### config.mk
export PLATFORM = sky130hd
export DESIGN_NAME = pmdis_top
export DESIGN_NICKNAME = d
export VERILOG_FILES = /design/src/pmdis_pkg.sv /design/src/pmdis_gate_if.sv /design/src/pmdis_gate.sv /design/src/pmdis_top.sv
export SDC_FILE = /design/constraint.sdc
export NUM_CORES = 1
export LEC_CHECK = 0
export BUFFER_PORTS_ARGS = -buffer_cell sky130_fd_sc_hd__buf_2
export CAP_MARGIN = 20
export CORE_MARGIN = 4
export CORE_UTILIZATION = 48
export DETAILED_ROUTE_END_ITERATION = 10
export MAX_ROUTING_LAYER = met4
export PLACE_DENSITY = 0.76
export REMOVE_ABC_BUFFERS = 1
export SETUP_SLACK_MARGIN = 0.1
export SYNTH_ARGS = -nofsm -noshare
export SYNTH_HDL_FRONTEND = slang
export SYNTH_HIERARCHICAL = 1
export SYNTH_SLANG_ARGS = --single-unit
export TNS_END_PERCENT = 1
### constraint.sdc
create_clock -name CLK -period 1.7 [get_ports CLK]
set_input_delay 0.17 -clock CLK [delete_from_list [all_inputs] [get_ports CLK]]
set_output_delay 0.17 -clock CLK [all_outputs]
set_load 0.01 [all_outputs]
### src/pmdis_pkg.sv
package pmdis_pkg;

	// register bank geometry
	localparam int unsigned PMDIS_NREG = 6;
	localparam int unsigned PMDIS_DW = 16;
	localparam int unsigned PMDIS_NMOD = 21;
	localparam int unsigned PMDIS_AW = 8;

	typedef logic [PMDIS_NREG-1:0][PMDIS_DW-1:0] pmdis_bank_t;
	typedef logic [PMDIS_NMOD-1:0] pmdis_mods_t;
	typedef logic [2:0] pmdis_slot_t;

	// bank slots, one per control register
	localparam pmdis_slot_t PMDIS_SLOT_CTRL2 = 3'h0;
	localparam pmdis_slot_t PMDIS_SLOT_CTRL3 = 3'h1;
	localparam pmdis_slot_t PMDIS_SLOT_CTRL4 = 3'h2;
	localparam pmdis_slot_t PMDIS_SLOT_CTRL6 = 3'h3;
	localparam pmdis_slot_t PMDIS_SLOT_CTRL7 = 3'h4;
	localparam pmdis_slot_t PMDIS_SLOT_CTRL8 = 3'h5;

	// byte addresses on the bus: four times the register number
	localparam logic [PMDIS_AW-1:0] PMDIS_ADDR_CTRL2 = 8'h08;
	localparam logic [PMDIS_AW-1:0] PMDIS_ADDR_CTRL3 = 8'h0C;
	localparam logic [PMDIS_AW-1:0] PMDIS_ADDR_CTRL4 = 8'h10;
	localparam logic [PMDIS_AW-1:0] PMDIS_ADDR_CTRL6 = 8'h18;
	localparam logic [PMDIS_AW-1:0] PMDIS_ADDR_CTRL7 = 8'h1C;
	localparam logic [PMDIS_AW-1:0] PMDIS_ADDR_CTRL8 = 8'h20;

	// implemented bits of each register
	localparam logic [PMDIS_DW-1:0] PMDIS_MASK_CTRL2 = 16'h000F;
	localparam logic [PMDIS_DW-1:0] PMDIS_MASK_CTRL3 = 16'h0088;
	localparam logic [PMDIS_DW-1:0] PMDIS_MASK_CTRL4 = 16'h0008;
	localparam logic [PMDIS_DW-1:0] PMDIS_MASK_CTRL6 = 16'h0F00;
	localparam logic [PMDIS_DW-1:0] PMDIS_MASK_CTRL7 = 16'h0108;
	localparam logic [PMDIS_DW-1:0] PMDIS_MASK_CTRL8 = 16'h293E;
	localparam logic [PMDIS_DW-1:0] PMDIS_RESET_VAL = 16'h0000;

	// field positions inside the registers
	localparam int unsigned PMDIS_B_CAPTURE_LO = 0;
	localparam int unsigned PMDIS_B_SERIAL_PORT3 = 3;
	localparam int unsigned PMDIS_B_CHECKSUM = 7;
	localparam int unsigned PMDIS_B_REF_CLOCK_OUT = 3;
	localparam int unsigned PMDIS_B_DMA_LO = 8;
	localparam int unsigned PMDIS_B_TRIGGER_GEN = 3;
	localparam int unsigned PMDIS_B_COMPARATOR1 = 8;
	localparam int unsigned PMDIS_B_CURRENT_SOURCE = 1;
	localparam int unsigned PMDIS_B_LOGIC_CELL_LO = 2;
	localparam int unsigned PMDIS_B_DEADMAN = 8;
	localparam int unsigned PMDIS_B_SENT_RX1 = 11;
	localparam int unsigned PMDIS_B_OP_AMPS = 13;

	// positions in the flat gate-request vector
	localparam int unsigned PMDIS_M_CAPTURE_LO = 0;
	localparam int unsigned PMDIS_M_SERIAL_PORT3 = 4;
	localparam int unsigned PMDIS_M_CHECKSUM = 5;
	localparam int unsigned PMDIS_M_REF_CLOCK_OUT = 6;
	localparam int unsigned PMDIS_M_DMA_LO = 7;
	localparam int unsigned PMDIS_M_TRIGGER_GEN = 11;
	localparam int unsigned PMDIS_M_COMPARATOR1 = 12;
	localparam int unsigned PMDIS_M_CURRENT_SOURCE = 13;
	localparam int unsigned PMDIS_M_LOGIC_CELL_LO = 14;
	localparam int unsigned PMDIS_M_DEADMAN = 18;
	localparam int unsigned PMDIS_M_SENT_RX1 = 19;
	localparam int unsigned PMDIS_M_OP_AMPS = 20;

	// bus encodings
	localparam logic [2:0] PMDIS_HSIZE_WORD = 3'h2;
	localparam logic [31:0] PMDIS_RDATA_NONE = 32'h00000000;

	function automatic logic [PMDIS_DW-1:0] pmdis_mask(input pmdis_slot_t s);
		unique case (s)
			PMDIS_SLOT_CTRL2: pmdis_mask = PMDIS_MASK_CTRL2;
			PMDIS_SLOT_CTRL3: pmdis_mask = PMDIS_MASK_CTRL3;
			PMDIS_SLOT_CTRL4: pmdis_mask = PMDIS_MASK_CTRL4;
			PMDIS_SLOT_CTRL6: pmdis_mask = PMDIS_MASK_CTRL6;
			PMDIS_SLOT_CTRL7: pmdis_mask = PMDIS_MASK_CTRL7;
			PMDIS_SLOT_CTRL8: pmdis_mask = PMDIS_MASK_CTRL8;
			default: pmdis_mask = PMDIS_RESET_VAL;
		endcase
	endfunction : pmdis_mask

	// returns {hit, slot}
	function automatic logic [3:0] pmdis_decode(input logic [PMDIS_AW-1:0] a);
		unique case (a)
			PMDIS_ADDR_CTRL2: pmdis_decode = {1'b1, PMDIS_SLOT_CTRL2};
			PMDIS_ADDR_CTRL3: pmdis_decode = {1'b1, PMDIS_SLOT_CTRL3};
			PMDIS_ADDR_CTRL4: pmdis_decode = {1'b1, PMDIS_SLOT_CTRL4};
			PMDIS_ADDR_CTRL6: pmdis_decode = {1'b1, PMDIS_SLOT_CTRL6};
			PMDIS_ADDR_CTRL7: pmdis_decode = {1'b1, PMDIS_SLOT_CTRL7};
			PMDIS_ADDR_CTRL8: pmdis_decode = {1'b1, PMDIS_SLOT_CTRL8};
			default: pmdis_decode = 4'h0;
		endcase
	endfunction : pmdis_decode

	function automatic pmdis_mods_t pmdis_pack(input pmdis_bank_t b);
		pmdis_mods_t m;
		m = '0;
		m[PMDIS_M_CAPTURE_LO +: 4] = b[PMDIS_SLOT_CTRL2][PMDIS_B_CAPTURE_LO +: 4];
		m[PMDIS_M_SERIAL_PORT3] = b[PMDIS_SLOT_CTRL3][PMDIS_B_SERIAL_PORT3];
		m[PMDIS_M_CHECKSUM] = b[PMDIS_SLOT_CTRL3][PMDIS_B_CHECKSUM];
		m[PMDIS_M_REF_CLOCK_OUT] = b[PMDIS_SLOT_CTRL4][PMDIS_B_REF_CLOCK_OUT];
		m[PMDIS_M_DMA_LO +: 4] = b[PMDIS_SLOT_CTRL6][PMDIS_B_DMA_LO +: 4];
		m[PMDIS_M_TRIGGER_GEN] = b[PMDIS_SLOT_CTRL7][PMDIS_B_TRIGGER_GEN];
		m[PMDIS_M_COMPARATOR1] = b[PMDIS_SLOT_CTRL7][PMDIS_B_COMPARATOR1];
		m[PMDIS_M_CURRENT_SOURCE] = b[PMDIS_SLOT_CTRL8][PMDIS_B_CURRENT_SOURCE];
		m[PMDIS_M_LOGIC_CELL_LO +: 4] = b[PMDIS_SLOT_CTRL8][PMDIS_B_LOGIC_CELL_LO +: 4];
		m[PMDIS_M_DEADMAN] = b[PMDIS_SLOT_CTRL8][PMDIS_B_DEADMAN];
		m[PMDIS_M_SENT_RX1] = b[PMDIS_SLOT_CTRL8][PMDIS_B_SENT_RX1];
		m[PMDIS_M_OP_AMPS] = b[PMDIS_SLOT_CTRL8][PMDIS_B_OP_AMPS];
		return m;
	endfunction : pmdis_pack

endpackage : pmdis_pkg

### src/pmdis_gate_if.sv
`timescale 1ns/1ps
interface pmdis_gate_if;
	pmdis_pkg::pmdis_bank_t dis;
	pmdis_pkg::pmdis_mods_t gate;
	pmdis_pkg::pmdis_mods_t en;
	modport regs (output dis, input gate, input en);
	modport gater (input dis, output gate, output en);
endinterface : pmdis_gate_if

### src/pmdis_gate.sv
`timescale 1ns/1ps
module pmdis_gate #(
	parameter pmdis_pkg::pmdis_mods_t MOD_PRESENT = '1
) (
	// clock and reset
	input wire logic clk,
	input wire logic resetn,
	// bank in, requests out
	pmdis_gate_if.gater bus
);

	typedef struct packed {
		pmdis_pkg::pmdis_mods_t gate;
		pmdis_pkg::pmdis_mods_t en;
	} pmdis_gst_s;

	pmdis_gst_s st_q;
	pmdis_gst_s st_d;

	// one register stage: the gate follows a write by one cycle
	always_comb begin
		st_d.gate = pmdis_pkg::pmdis_pack(bus.dis);
		st_d.en = ~st_d.gate & MOD_PRESENT;
	end

	always_ff @(posedge clk) begin
		if (!resetn) begin
			// every present module comes out of reset running
			st_q.gate <= '0;
			st_q.en <= MOD_PRESENT;
		end else begin
			st_q <= st_d;
		end
	end

	assign bus.gate = st_q.gate;
	assign bus.en = st_q.en;
endmodule : pmdis_gate

### src/pmdis_top.sv
`timescale 1ns/1ps
// What this block does
// - control 2 bits 3..0 gate capture/compare timers four..one when set
// - control 3 bit 7 gates checksum unit, bit 3 gates serial port three
// - control 4 bit 3 gates the reference clock output
// - control 6 bits 11..8 gate dma channels three..zero
// - control 7 bit 8 gates comparator one, bit 3 the trigger generator
// - control 8 bits 5..2 logic cells four..one, bit 1 current source
// - unassigned bits ignore writes and read zero
// - assigned bits read and write, clear to zero at reset
// - a set bit stops every clock of its peripheral
// - a disabled peripheral ignores register writes, reads are invalid
// - a change takes effect one cycle after the write
module pmdis_top #(
	parameter pmdis_pkg::pmdis_mods_t MOD_PRESENT = '1
) (
	// clock and reset
	input wire logic CLK,
	input wire logic RESETN,
	// ahb-lite slave
	input wire logic HSEL,
	input wire logic [31:0] HADDR,
	input wire logic [1:0] HTRANS,
	input wire logic HWRITE,
	input wire logic [2:0] HSIZE,
	input wire logic [31:0] HWDATA,
	input wire logic HREADY,
	output logic [31:0] HRDATA,
	output logic HREADYOUT,
	output logic HRESP,
	// peripheral gating
	output logic [pmdis_pkg::PMDIS_NMOD-1:0] GATE_REQ,
	output logic [pmdis_pkg::PMDIS_NMOD-1:0] MOD_EN
);

	typedef struct packed {
		pmdis_pkg::pmdis_bank_t bank;
		logic dp_wr;
		logic dp_hit;
		pmdis_pkg::pmdis_slot_t dp_slot;
		logic [31:0] rdata;
	} pmdis_st_s;

	pmdis_st_s st_q;
	pmdis_st_s st_d;

	logic acc;
	logic [3:0] dec;
	logic a_hit;
	pmdis_pkg::pmdis_slot_t a_slot;

	pmdis_gate_if gif ();

	assign acc = HSEL && HREADY && HTRANS[1];
	assign dec = pmdis_pkg::pmdis_decode(HADDR[pmdis_pkg::PMDIS_AW-1:0]);
	assign a_hit = dec[3];
	assign a_slot = dec[2:0];

	always_comb begin
		st_d = st_q;
		// data phase of a write: only implemented bits are stored
		if (st_q.dp_wr && st_q.dp_hit) begin
			st_d.bank[st_q.dp_slot] = HWDATA[15:0] & pmdis_pkg::pmdis_mask(st_q.dp_slot);
		end
		// address phase; sub-word writes are dropped, there are no byte lanes here
		st_d.dp_wr = acc && HWRITE && (HSIZE == pmdis_pkg::PMDIS_HSIZE_WORD);
		st_d.dp_hit = acc && a_hit;
		st_d.dp_slot = a_slot;
		// read data taken from the next bank, so a write right before is forwarded
		if (acc && !HWRITE) begin
			if (a_hit) begin
				st_d.rdata = {16'h0000, st_d.bank[a_slot]};
			end else begin
				st_d.rdata = pmdis_pkg::PMDIS_RDATA_NONE;
			end
		end
	end

	always_ff @(posedge CLK) begin
		if (!RESETN) begin
			st_q <= '0;
		end else begin
			st_q <= st_d;
		end
	end

	// zero wait states, never an error; unmapped reads return zero
	assign HREADYOUT = 1'b1;
	assign HRESP = 1'b0;
	assign HRDATA = st_q.rdata;

	assign gif.dis = st_q.bank;

	pmdis_gate #(
		.MOD_PRESENT(MOD_PRESENT)
	) u_gate (
		.clk(CLK),
		.resetn(RESETN),
		.bus(gif)
	);

	// peripherals use MOD_EN to block their own register access
	assign GATE_REQ = gif.gate;
	assign MOD_EN = gif.en;
endmodule : pmdis_top
==> flow_summary.html, run 1 <==
<table>
<tr><th>Metric</th><th>Value</th></tr>
<tr><th colspan="2">Run status</th></tr>
<tr><td>Run status</td><td>finished clean</td></tr>
<tr><th colspan="2">Power and ir drop</th></tr>
<tr><td>Leakage component of the power</td><td>3.31 nW</td></tr>
<tr><td>Total power per unit cell area</td><td>977 nW/um^2</td></tr>
<tr><td>IR Drop Worst-Case VDD</td><td>0.000800 V</td></tr>
<tr><th colspan="2">Synth</th></tr>
<tr><td>Register area share after synthesis</td><td>53.2%</td></tr>
<tr><td>Netlist area before placement</td><td>between 5000 and 6000 um^2</td></tr>
<tr><td>Share of synthesized cell area in full adder, half adder and majority cells</td><td>0%</td></tr>
<tr><td>Share of the synthesized area in the top cell type</td><td>approximately 53%</td></tr>
<tr><td>Compound-cell area share of the yosys netlist</td><td>8.76%</td></tr>
<tr><td>Dominant combinational cell family by area after synthesis</td><td>simple AND/OR/NAND/NOR gates</td></tr>
<tr><td>Simple-Gate Fraction of Synth Area</td><td>26.4%</td></tr>
<tr><td>Post-Synth XOR/XNOR Area</td><td>0%</td></tr>
<tr><td>Number of standard cells after synthesis</td><td>between 600 and 700</td></tr>
<tr><td>Async set-or-reset flop fraction in the synthesized netlist</td><td>0%</td></tr>
<tr><td>Avg Synthesized Cell Area</td><td>9.48 um^2</td></tr>
<tr><td>Share of cell area taken by muxes after synthesis</td><td>between 2 and 3%</td></tr>
<tr><td>Ranking of synthesized cells by area</td><td>dfxtp_1 (53%), and3_1 (7.9%), nand3_1 (6.6%), buf_4 (4.4%), nand2_1 (3.2%)</td></tr>
<tr><td>Synth Flop Type</td><td>dfxtp_1</td></tr>
<tr><td>EDFF count, synth</td><td>0</td></tr>
<tr><td>Largest area contributor in the synthesized netlist</td><td>dfxtp_1</td></tr>
<tr><td>Number of warnings issued by yosys</td><td>6</td></tr>
<tr><td>Total of flip-flops plus latches after synthesis</td><td>159</td></tr>
<tr><td>Number of unique standard cell types used by synthesis</td><td>40</td></tr>
<tr><th colspan="2">Floorplanning</th></tr>
<tr><td>Floorplan die area</td><td>~14,000 um^2</td></tr>
<tr><td>DIE WIDTH</td><td>120 um</td></tr>
<tr><td>Area of the core region</td><td>12,100 um^2</td></tr>
<tr><td>Std-Cell Rows</td><td>40</td></tr>
<tr><td>Die Span Y</td><td>~120 um</td></tr>
<tr><td>Top-Level Pins</td><td>150</td></tr>
<tr><td>Initial Utilization</td><td>between 40% and 50%</td></tr>
<tr><th colspan="2">Critical path</th></tr>
<tr><td>Minimum setup slack among reg-to-reg paths</td><td>0.1 ns</td></tr>
<tr><td>Slowest-stage cell, CP</td><td>dfxtp_2</td></tr>
<tr><td>Worst-case reg-to-reg path depth</td><td>6</td></tr>
<tr><td>Cell Chain, Critical Path</td><td>and3b_2 -&gt; nand2_4 -&gt; mux2i_4 -&gt; o21ai_0 -&gt; a32oi_1 -&gt; nand3_1</td></tr>
<tr><td>Largest incremental delay on the critical path</td><td>0.38 ns</td></tr>
<tr><td>Startpoint class of the critical path</td><td>flip-flop</td></tr>
<tr><td>Max Fanout on Critical Path</td><td>6</td></tr>
<tr><td>Cell count along the critical path</td><td>6</td></tr>
<tr><td>Top Family by Delay on Critical Path</td><td>simple AND/OR/NAND/NOR gates</td></tr>
<tr><td>Worst Setup End Kind</td><td>flip-flop</td></tr>
<tr><td>Combined buffer and inverter count along the critical path</td><td>0</td></tr>
<tr><td>Critical path data arrival time</td><td>between 1.5 and 2 ns</td></tr>
<tr><td>Type of the worst setup path</td><td>reg2reg</td></tr>
<tr><td>Critical path required time</td><td>around 2.0 ns</td></tr>
<tr><th colspan="2">Clock network</th></tr>
<tr><td>Clk_lat worst skew</td><td>roughly 0.4 ns</td></tr>
<tr><td>TritonCTS Buffers</td><td>17</td></tr>
<tr><td>Clock Pin Slew Worst Setup and Hold Paths</td><td>roughly 0.060 ns</td></tr>
<tr><td>Clock Tree Buf Depth</td><td>2</td></tr>
<tr><td>Clock tree from TritonCTS</td><td>yes</td></tr>
<tr><td>Number of sinks driven by the clock tree</td><td>around 160</td></tr>
<tr><td>H-tree Lvls</td><td>4</td></tr>
<tr><td>Cell at the root of the clock tree</td><td>clkbuf_16</td></tr>
<tr><th colspan="2">Finish</th></tr>
<tr><td>Fraction of final layout cells with drive strength greater than 1</td><td>26.8%</td></tr>
<tr><td>Final Net Count</td><td>788</td></tr>
<tr><td>Design Area, Final</td><td>7330 um^2</td></tr>
<tr><td>Synthesis-to-layout area growth</td><td>22.6%</td></tr>
<tr><td>Fill cells</td><td>1,005</td></tr>
<tr><td>Utilization after layout</td><td>60.6%</td></tr>
<tr><td>Antenna diode instance count</td><td>0</td></tr>
<tr><th colspan="2">Hold path</th></tr>
<tr><td>Hold Crit Class</td><td>in2reg</td></tr>
<tr><td>Worst hold path stage count</td><td>3</td></tr>
<tr><th colspan="2">Global routing</th></tr>
<tr><td>GR Overflow Total</td><td>0</td></tr>
<tr><td>Met2 track utilization from global routing</td><td>approximately a third</td></tr>
<tr><td>Largest net degree at the start of global routing</td><td>86</td></tr>
<tr><td>Global-route wire length before repair</td><td>21,700 um</td></tr>
<tr><td>Fraction of met1 tracks used by global routing</td><td>roughly 23%</td></tr>
<tr><td>Vias in the first global route</td><td>4,437</td></tr>
<tr><td>Antenna violations before repair</td><td>0</td></tr>
<tr><td>GR Util met3</td><td>4.05%</td></tr>
<tr><td>GR Util All Layers</td><td>between 10% and 20%</td></tr>
<tr><td>Most Crowded Layer GR</td><td>met2</td></tr>
<tr><th colspan="2">Detailed routing</th></tr>
<tr><td>DRC</td><td>0</td></tr>
<tr><td>Post-detailed-route wirelength per cell</td><td>~15 um</td></tr>
<tr><td>Routed WL</td><td>13,500 um</td></tr>
<tr><td>Total number of vias</td><td>4,700</td></tr>
<tr><td>Iter 0 DRT Violations</td><td>370</td></tr>
<tr><td>Count of nets left with antenna violations after detail routing</td><td>0</td></tr>
<tr><td>Detailed-router iteration count before antenna repair</td><td>5</td></tr>
<tr><td>Via density per instance</td><td>5.27</td></tr>
<tr><th colspan="2">Job</th></tr>
<tr><td>Number of max-cap violations</td><td>0</td></tr>
<tr><th colspan="2">STA</th></tr>
<tr><td>Share of the clock period used by the worst path</td><td>94.2%</td></tr>
<tr><td>Max-slew violation count</td><td>0</td></tr>
<tr><td>Final period demand of the worst path</td><td>1.60 ns</td></tr>
<tr><td>Setup repair after global routing missed its margin</td><td>true</td></tr>
<tr><td>Transition time at the pin with the least slew margin</td><td>approximately 0.68 ns</td></tr>
<tr><td>Sum of negative setup slack</td><td>0 ns</td></tr>
<tr><td>Maximum clock frequency</td><td>about 620 MHz</td></tr>
<tr><td>Final-report hold violation count</td><td>0</td></tr>
<tr><td>Slew HR</td><td>54.8%</td></tr>
<tr><td>Final-report setup violation count</td><td>0</td></tr>
<tr><td>Final clock skew</td><td>around 0.0065 ns</td></tr>
<tr><th colspan="2">Placed design</th></tr>
<tr><td>Count of buffers inserted at the top-level ports</td><td>86</td></tr>
<tr><td>Final HPWL from detailed placement</td><td>approximately 8400 um</td></tr>
<tr><td>Post-place instance area</td><td>6590 um^2</td></tr>
<tr><td>Weighted congestion at the end of routability-driven global placement</td><td>0.856</td></tr>
</table>
## timing repair
item                                    4_1_cts  5_1_grt
endpoints found under the setup margin        9       16
hold buffers                                  0        0
buffers inserted                              5        3
pin swaps                                     3        7
gates resized for setup                      15       43
gates cloned                                  1        0
## tightest hold or removal path, stage by stage
cell and delay (ns):
buf_2 0.12, nand3_1 0.06, nor2_1 0.04
## kinds of logic (layout without fill, tap and decap cells)
| family | count (synthesis) | after routing |
|---|---|---|
| AND/OR/NAND/NOR | 280 | 280 |
| buffers and inverters | 87 | 163 |
| multiplexers | 17 | 17 |
| flip-flops | 159 | 159 |
| other | 2 | 18 |
| AO/OA/AOI/OAI | 86 | 86 |
## area by class of cell
type	count	area, um^2	share of cell area (%)
flip-flops and latches	159	3190	43.5
multi-input cells	401	2510	34.2
repair buffers	132	918	12.5
clock buffers	21	450	6.14
well taps	168	210	2.87
clock inverters	7	43.8	0.597
inverters	3	11.3	0.154
## sequential cells by signal, indices dropped and copies added, names as in the netlist
name             count
st_q                 5
u_gate/bus.gate     21
u_gate/bus.en       21
gif.dis             96
HRDATA              16
## cells in the mapped netlist, types with 3 or more instances
| cell type | number |
|---|---|
| nand4_1 | 3 |
| nand3b_1 | 4 |
| a22oi_1 | 14 |
| nand2_1 | 51 |
| inv_1 | 3 |
| buf_6 | 4 |
| buf_2 | 10 |
| buf_4 | 35 |
| nand3_1 | 79 |
| o21ai_0 | 35 |
| o211ai_1 | 4 |
| a21oi_1 | 22 |
| dfxtp_1 | 159 |
| nor2_1 | 6 |
| and2_1 | 28 |
| nor2b_1 | 21 |
| mux2i_1 | 17 |
| and3_1 | 76 |
| clkbuf_1 | 34 |
## report_power, final
| group | switching (mW) | internal (mW) | total (mW) |
|---|---|---|---|
| sequential | 0.000642 | 3.72 | 3.72 |
| clock | 1.39 | 1.86 | 3.25 |
| combinational | 0.125 | 0.0723 | 0.197 |
## through the flow
step / hold WS [ns] / cells / setup WS, ns / total power [mW]
global placement: 0.372 / 857 / -0.0878 / 3.99
floorplan: 0.232 / 563 / -0.408 / 3.87
detailed placement: 0.378 / 857 / -0.152 / 4.00
global route: 0.00962 / 891 / 0.0184 / 7.39
CTS: 0.0132 / 891 / 0.0957 / 7.19
finish: 0.0222 / 891 / 0.0989 / 7.17
## routing by layer
metal / share of wire (%) / up-vias
li1: - / 2301
met1: 43 / 2220
met2: 50 / 153
met3: 4.9 / 26
met4: 1.9 / 0
met5: 0 / -
## final timing paths
path                  endpoint   startpoint
max                  HRDATA[3]     st_q[32]
min                   st_q[36]       HWRITE
max reg2reg          HRDATA[3]     st_q[32]
min reg2reg  u_gate/bus.en[19]  gif.dis[91]
## layout by cell type, fill, tap and decap left out, types with 7 or more instances in the layout
cell type,Yosys,final
buf_4,35,33
a22oi_1,14,14
o21ai_0,35,22
nand3_1,79,77
nor2b_1,21,19
nand2_1,51,49
dfxtp_1,159,155
buf_12,1,10
buf_2,10,85
o21ai_1,1,14
clkbuf_16,0,17
and2_1,28,28
conb_1,2,18
mux2i_4,0,7
and3_1,76,76
a21oi_1,22,19
Power figures use the tool's default switching activity.
==> run 2, diff against run 1 <==
Settings changed: CORE_ASPECT_RATIO from default to 0.7, CORE_UTILIZATION 48 to 53, PLACE_DENSITY 0.76 to 0.8.
Clock period 1.7 ns to 1.81 ns, I/O delays scaled along.
==> run 2 against run 1 <==
  * Clock skew decreased by 0.0015 ns
  * Via count rose by 1.1%
  * Register-to-register slack better by 0.02 ns
  * Largest cell class unchanged
  * Largest power group is now clock
==> flow_summary.html, run 2 (synthesized netlist as in run 1, its figures left out) <==
<table>
<tr><th>Metric</th><th>Value</th></tr>
<tr><th colspan="2">Floorplanning</th></tr>
<tr><td>Top-Level Pins</td><td>150 (unchanged)</td></tr>
<tr><td>DIE WIDTH</td><td>135 um (was 120 um)</td></tr>
<tr><td>Std-Cell Rows</td><td>32 (was 40)</td></tr>
<tr><td>Die Span Y</td><td>96.9 um (was 120 um)</td></tr>
<tr><td>Area of the core region</td><td>11,000 um^2 (was 12,100 um^2)</td></tr>
<tr><td>Initial Utilization</td><td>54.3% (was 49.4%)</td></tr>
<tr><td>Floorplan die area</td><td>13,100 um^2 (was 14,300 um^2)</td></tr>
<tr><th colspan="2">Finish</th></tr>
<tr><td>Most common cell after layout, fill and taps aside</td><td>dfxtp_1 (unchanged)</td></tr>
<tr><td>Utilization after layout</td><td>66.1% (was 60.6%)</td></tr>
<tr><td>Highest-count cells in the layout ignoring fill and taps</td><td>dfxtp_1 (155), buf_2 (85), nand3_1 (79), and3_1 (76), nand2_1 (48) (was dfxtp_1 (155), buf_2 (85), nand3_1 (77), and3_1 (76), nand2_1 (49))</td></tr>
<tr><td>Synthesis-to-layout area growth</td><td>21.7% (was 22.6%)</td></tr>
<tr><td>Number of flip-flops in the largest register</td><td>96 (unchanged)</td></tr>
<tr><td>Final Net Count</td><td>780 (was 788)</td></tr>
<tr><td>Fraction of final layout cells with drive strength greater than 1</td><td>25.5% (was 26.8%)</td></tr>
<tr><td>Antenna diode instance count</td><td>0 (unchanged)</td></tr>
<tr><th colspan="2">Clock network</th></tr>
<tr><td>Cell at the root of the clock tree</td><td>clkbuf_16 (unchanged)</td></tr>
<tr><td>H-tree Lvls</td><td>4 (unchanged)</td></tr>
<tr><td>Clock tree from TritonCTS</td><td>yes (unchanged)</td></tr>
<tr><td>Clock Tree Buf Depth</td><td>2 (unchanged)</td></tr>
<tr><td>Clk_lat worst skew</td><td>0.42 ns (was 0.41 ns)</td></tr>
<tr><td>Hold bufs inserted after CTS</td><td>0 (unchanged)</td></tr>
<tr><td>TritonCTS Buffers</td><td>17 (unchanged)</td></tr>
<tr><td>Clock Pin Slew Worst Setup and Hold Paths</td><td>0.06 ns (about the same)</td></tr>
<tr><td>Number of sinks driven by the clock tree</td><td>159 (unchanged)</td></tr>
<tr><th colspan="2">Global routing</th></tr>
<tr><td>Antenna violations before repair</td><td>0 (unchanged)</td></tr>
<tr><td>Largest net degree at the start of global routing</td><td>119 (was 86)</td></tr>
<tr><td>GR Overflow Total</td><td>0 (unchanged)</td></tr>
<tr><td>GR Util All Layers</td><td>21.7% (was 19.1%)</td></tr>
<tr><td>Vias in the first global route</td><td>4,474 (was 4,437)</td></tr>
<tr><td>Global-route wire length before repair</td><td>22,300 um (was 21,700 um)</td></tr>
<tr><th colspan="2">Critical path</th></tr>
<tr><td>Critical path required time</td><td>2.11 ns (was 1.99 ns)</td></tr>
<tr><td>Critical R2R Launch</td><td>st_q[34] (was st_q[32])</td></tr>
<tr><td>Minimum setup slack among reg-to-reg paths</td><td>0.12 ns (was 0.1 ns)</td></tr>
<tr><td>Worst-case reg-to-reg path depth</td><td>7 (was 6)</td></tr>
<tr><td>Largest incremental delay on the critical path</td><td>0.39 ns (was 0.38 ns)</td></tr>
<tr><td>Cell Chain, Critical Path</td><td>nor2b_4 -&gt; nand4_1 -&gt; buf_6 -&gt; mux2i_2 -&gt; o21ai_1 -&gt; a22oi_1 -&gt; o21ai_0 (was and3b_2 -&gt; nand2_4 -&gt; mux2i_4 -&gt; o21ai_0 -&gt; a32oi_1 -&gt; nand3_1)</td></tr>
<tr><td>Max Fanout on Critical Path</td><td>10 (was 6)</td></tr>
<tr><td>Slowest-stage cell, CP</td><td>dfxtp_2 (unchanged)</td></tr>
<tr><td>Combined buffer and inverter count along the critical path</td><td>1 (was 0)</td></tr>
<tr><td>Worst Setup End Kind</td><td>flip-flop (unchanged)</td></tr>
<tr><td>Top Family by Delay on Critical Path</td><td>flip-flops (was simple AND/OR/NAND/NOR gates)</td></tr>
<tr><td>Reg-to-reg critical path endpoint</td><td>HRDATA[13] (was HRDATA[3])</td></tr>
<tr><td>Startpoint class of the critical path</td><td>flip-flop (unchanged)</td></tr>
<tr><td>Type of the worst setup path</td><td>reg2reg (unchanged)</td></tr>
<tr><td>Critical path data arrival time</td><td>1.99 ns (was 1.89 ns)</td></tr>
<tr><th colspan="2">STA</th></tr>
<tr><td>Worst setup margin</td><td>0.116 ns (was 0.0989 ns)</td></tr>
<tr><td>Maximum clock frequency</td><td>590 MHz (was 625 MHz)</td></tr>
<tr><td>Final-report hold violation count</td><td>0 (unchanged)</td></tr>
<tr><td>Share of the clock period used by the worst path</td><td>93.6% (was 94.2%)</td></tr>
<tr><td>Max-slew violation count</td><td>0 (unchanged)</td></tr>
<tr><td>Final period demand of the worst path</td><td>1.69 ns (was 1.60 ns)</td></tr>
<tr><td>Final clock skew</td><td>0.00505 ns (was 0.00653 ns)</td></tr>
<tr><td>Final-report setup violation count</td><td>0 (unchanged)</td></tr>
<tr><td>Setup repair after global routing missed its margin</td><td>true (unchanged)</td></tr>
<tr><th colspan="2">Placed design</th></tr>
<tr><td>Worst slack at placement</td><td>-0.0116 ns (was -0.152 ns)</td></tr>
<tr><td>Weighted congestion at the end of routability-driven global placement</td><td>0.840 (was 0.856)</td></tr>
<tr><td>Count of buffers inserted at the top-level ports</td><td>86 (unchanged)</td></tr>
<tr><td>Final HPWL from detailed placement</td><td>8780 um (was 8370 um)</td></tr>
<tr><th colspan="2">Hold path</th></tr>
<tr><td>Worst min-delay path startpoint</td><td>HSIZE[0] (was HWRITE)</td></tr>
<tr><td>Worst Hold End</td><td>st_q[36] (unchanged)</td></tr>
<tr><td>Worst hold path stage count</td><td>4 (was 3)</td></tr>
<tr><td>Hold Crit Class</td><td>in2reg (unchanged)</td></tr>
<tr><th colspan="2">Detailed routing</th></tr>
<tr><td>DRC</td><td>0 (unchanged)</td></tr>
<tr><td>Count of nets left with antenna violations after detail routing</td><td>0 (unchanged)</td></tr>
<tr><td>Post-detailed-route wirelength per cell</td><td>16.3 um (was 15.2 um)</td></tr>
<tr><td>Iter 0 DRT Violations</td><td>465 (was 370)</td></tr>
<tr><td>Detailed-router iteration count before antenna repair</td><td>5 (unchanged)</td></tr>
<tr><td>Via density per instance</td><td>5.45 (was 5.27)</td></tr>
<tr><td>Routed WL</td><td>14,200 um (was 13,500 um)</td></tr>
<tr><td>Total number of vias</td><td>4,751 (was 4,700)</td></tr>
<tr><th colspan="2">Run status</th></tr>
<tr><td>Run status</td><td>finished clean (unchanged)</td></tr>
<tr><th colspan="2">Power and ir drop</th></tr>
<tr><td>Total power of the final layout</td><td>7.47 mW (was 7.17 mW)</td></tr>
<tr><td>IR Drop Worst-Case VDD</td><td>0.000736 V (was 0.000800 V)</td></tr>
<tr><td>Total power per unit cell area</td><td>1030 nW/um^2 (was 977 nW/um^2)</td></tr>
<tr><td>Leakage component of the power</td><td>3.31 nW (about the same)</td></tr>
<tr><th colspan="2">Job</th></tr>
<tr><td>Number of max-cap violations</td><td>0 (unchanged)</td></tr>
</table>
## run 2: routing by layer
metal,global-route usage [%],wire (um)
met3,6.86,1180
met2,33.8,6700
met1,26.7,6050
met4,7.82,310
met5,-,0
## run 2: layout make-up
cell class / count / area (um^2)
Sequential cell: 159 / 3190
Fill cell: 835 / 3730
Tap cell: 153 / 191
Clock buffer: 22 / 484
Timing Repair Buffer: 124 / 836
Inverter: 3 / 11.3
Clock inverter: 9 / 156
Multi-Input combinational cell: 401 / 2410
## run 2: per-stage QoR
| step | instances | TNS (ns) | area (um^2) | hold WS [ns] |
|---|---|---|---|---|
| after global placement | 830 | 0 | 6460 | 0.372 |
| after detailed placement | 830 | -0.0116 | 6460 | 0.380 |
| after floorplan | 563 | -3.41 | 5540 | 0.243 |
| final | 871 | 0 | 7280 | 0.0279 |
| after CTS | 862 | 0 | 7120 | 0.0252 |
| after global routing | 871 | 0 | 7280 | 0.0495 |
## run 2: power breakdown
part | internal [mW] | switching [mW]
registers | 3.50 | 0.000563
clock network | 2.45 | 1.35
logic | 0.0565 | 0.113
## run 2: worst min-delay path, cell delays in order
cell and delay (ns):
buf_2 0.07, nor3b_1 0.04, nand3_1 0.07, nor2_1 0.04
## run 2: worst max path at each step
stage	depth (start not counted)	slack [ns]	endpoint	from
final	7	0.12	HRDATA[13]	st_q[34]
after global routing	7	0.02	HRDATA[5]	st_q[34]
after CTS	7	0.10	HRDATA[5]	st_q[34]
after detailed placement	8	-0.01	HRDATA[8]	HADDR[2]
after global placement	8	0.07	HRDATA[8]	HADDR[1]
after floorplan	6	-0.30	HRDATA[13]	st_q[34]
## run 2: repair_timing
item                       in CTS  in global routing
setup endpoints to repair       5                 16
cloned                          0                  1
setup buffers                   1                  8
pin swaps                       1                  2
resized for setup               3                 35
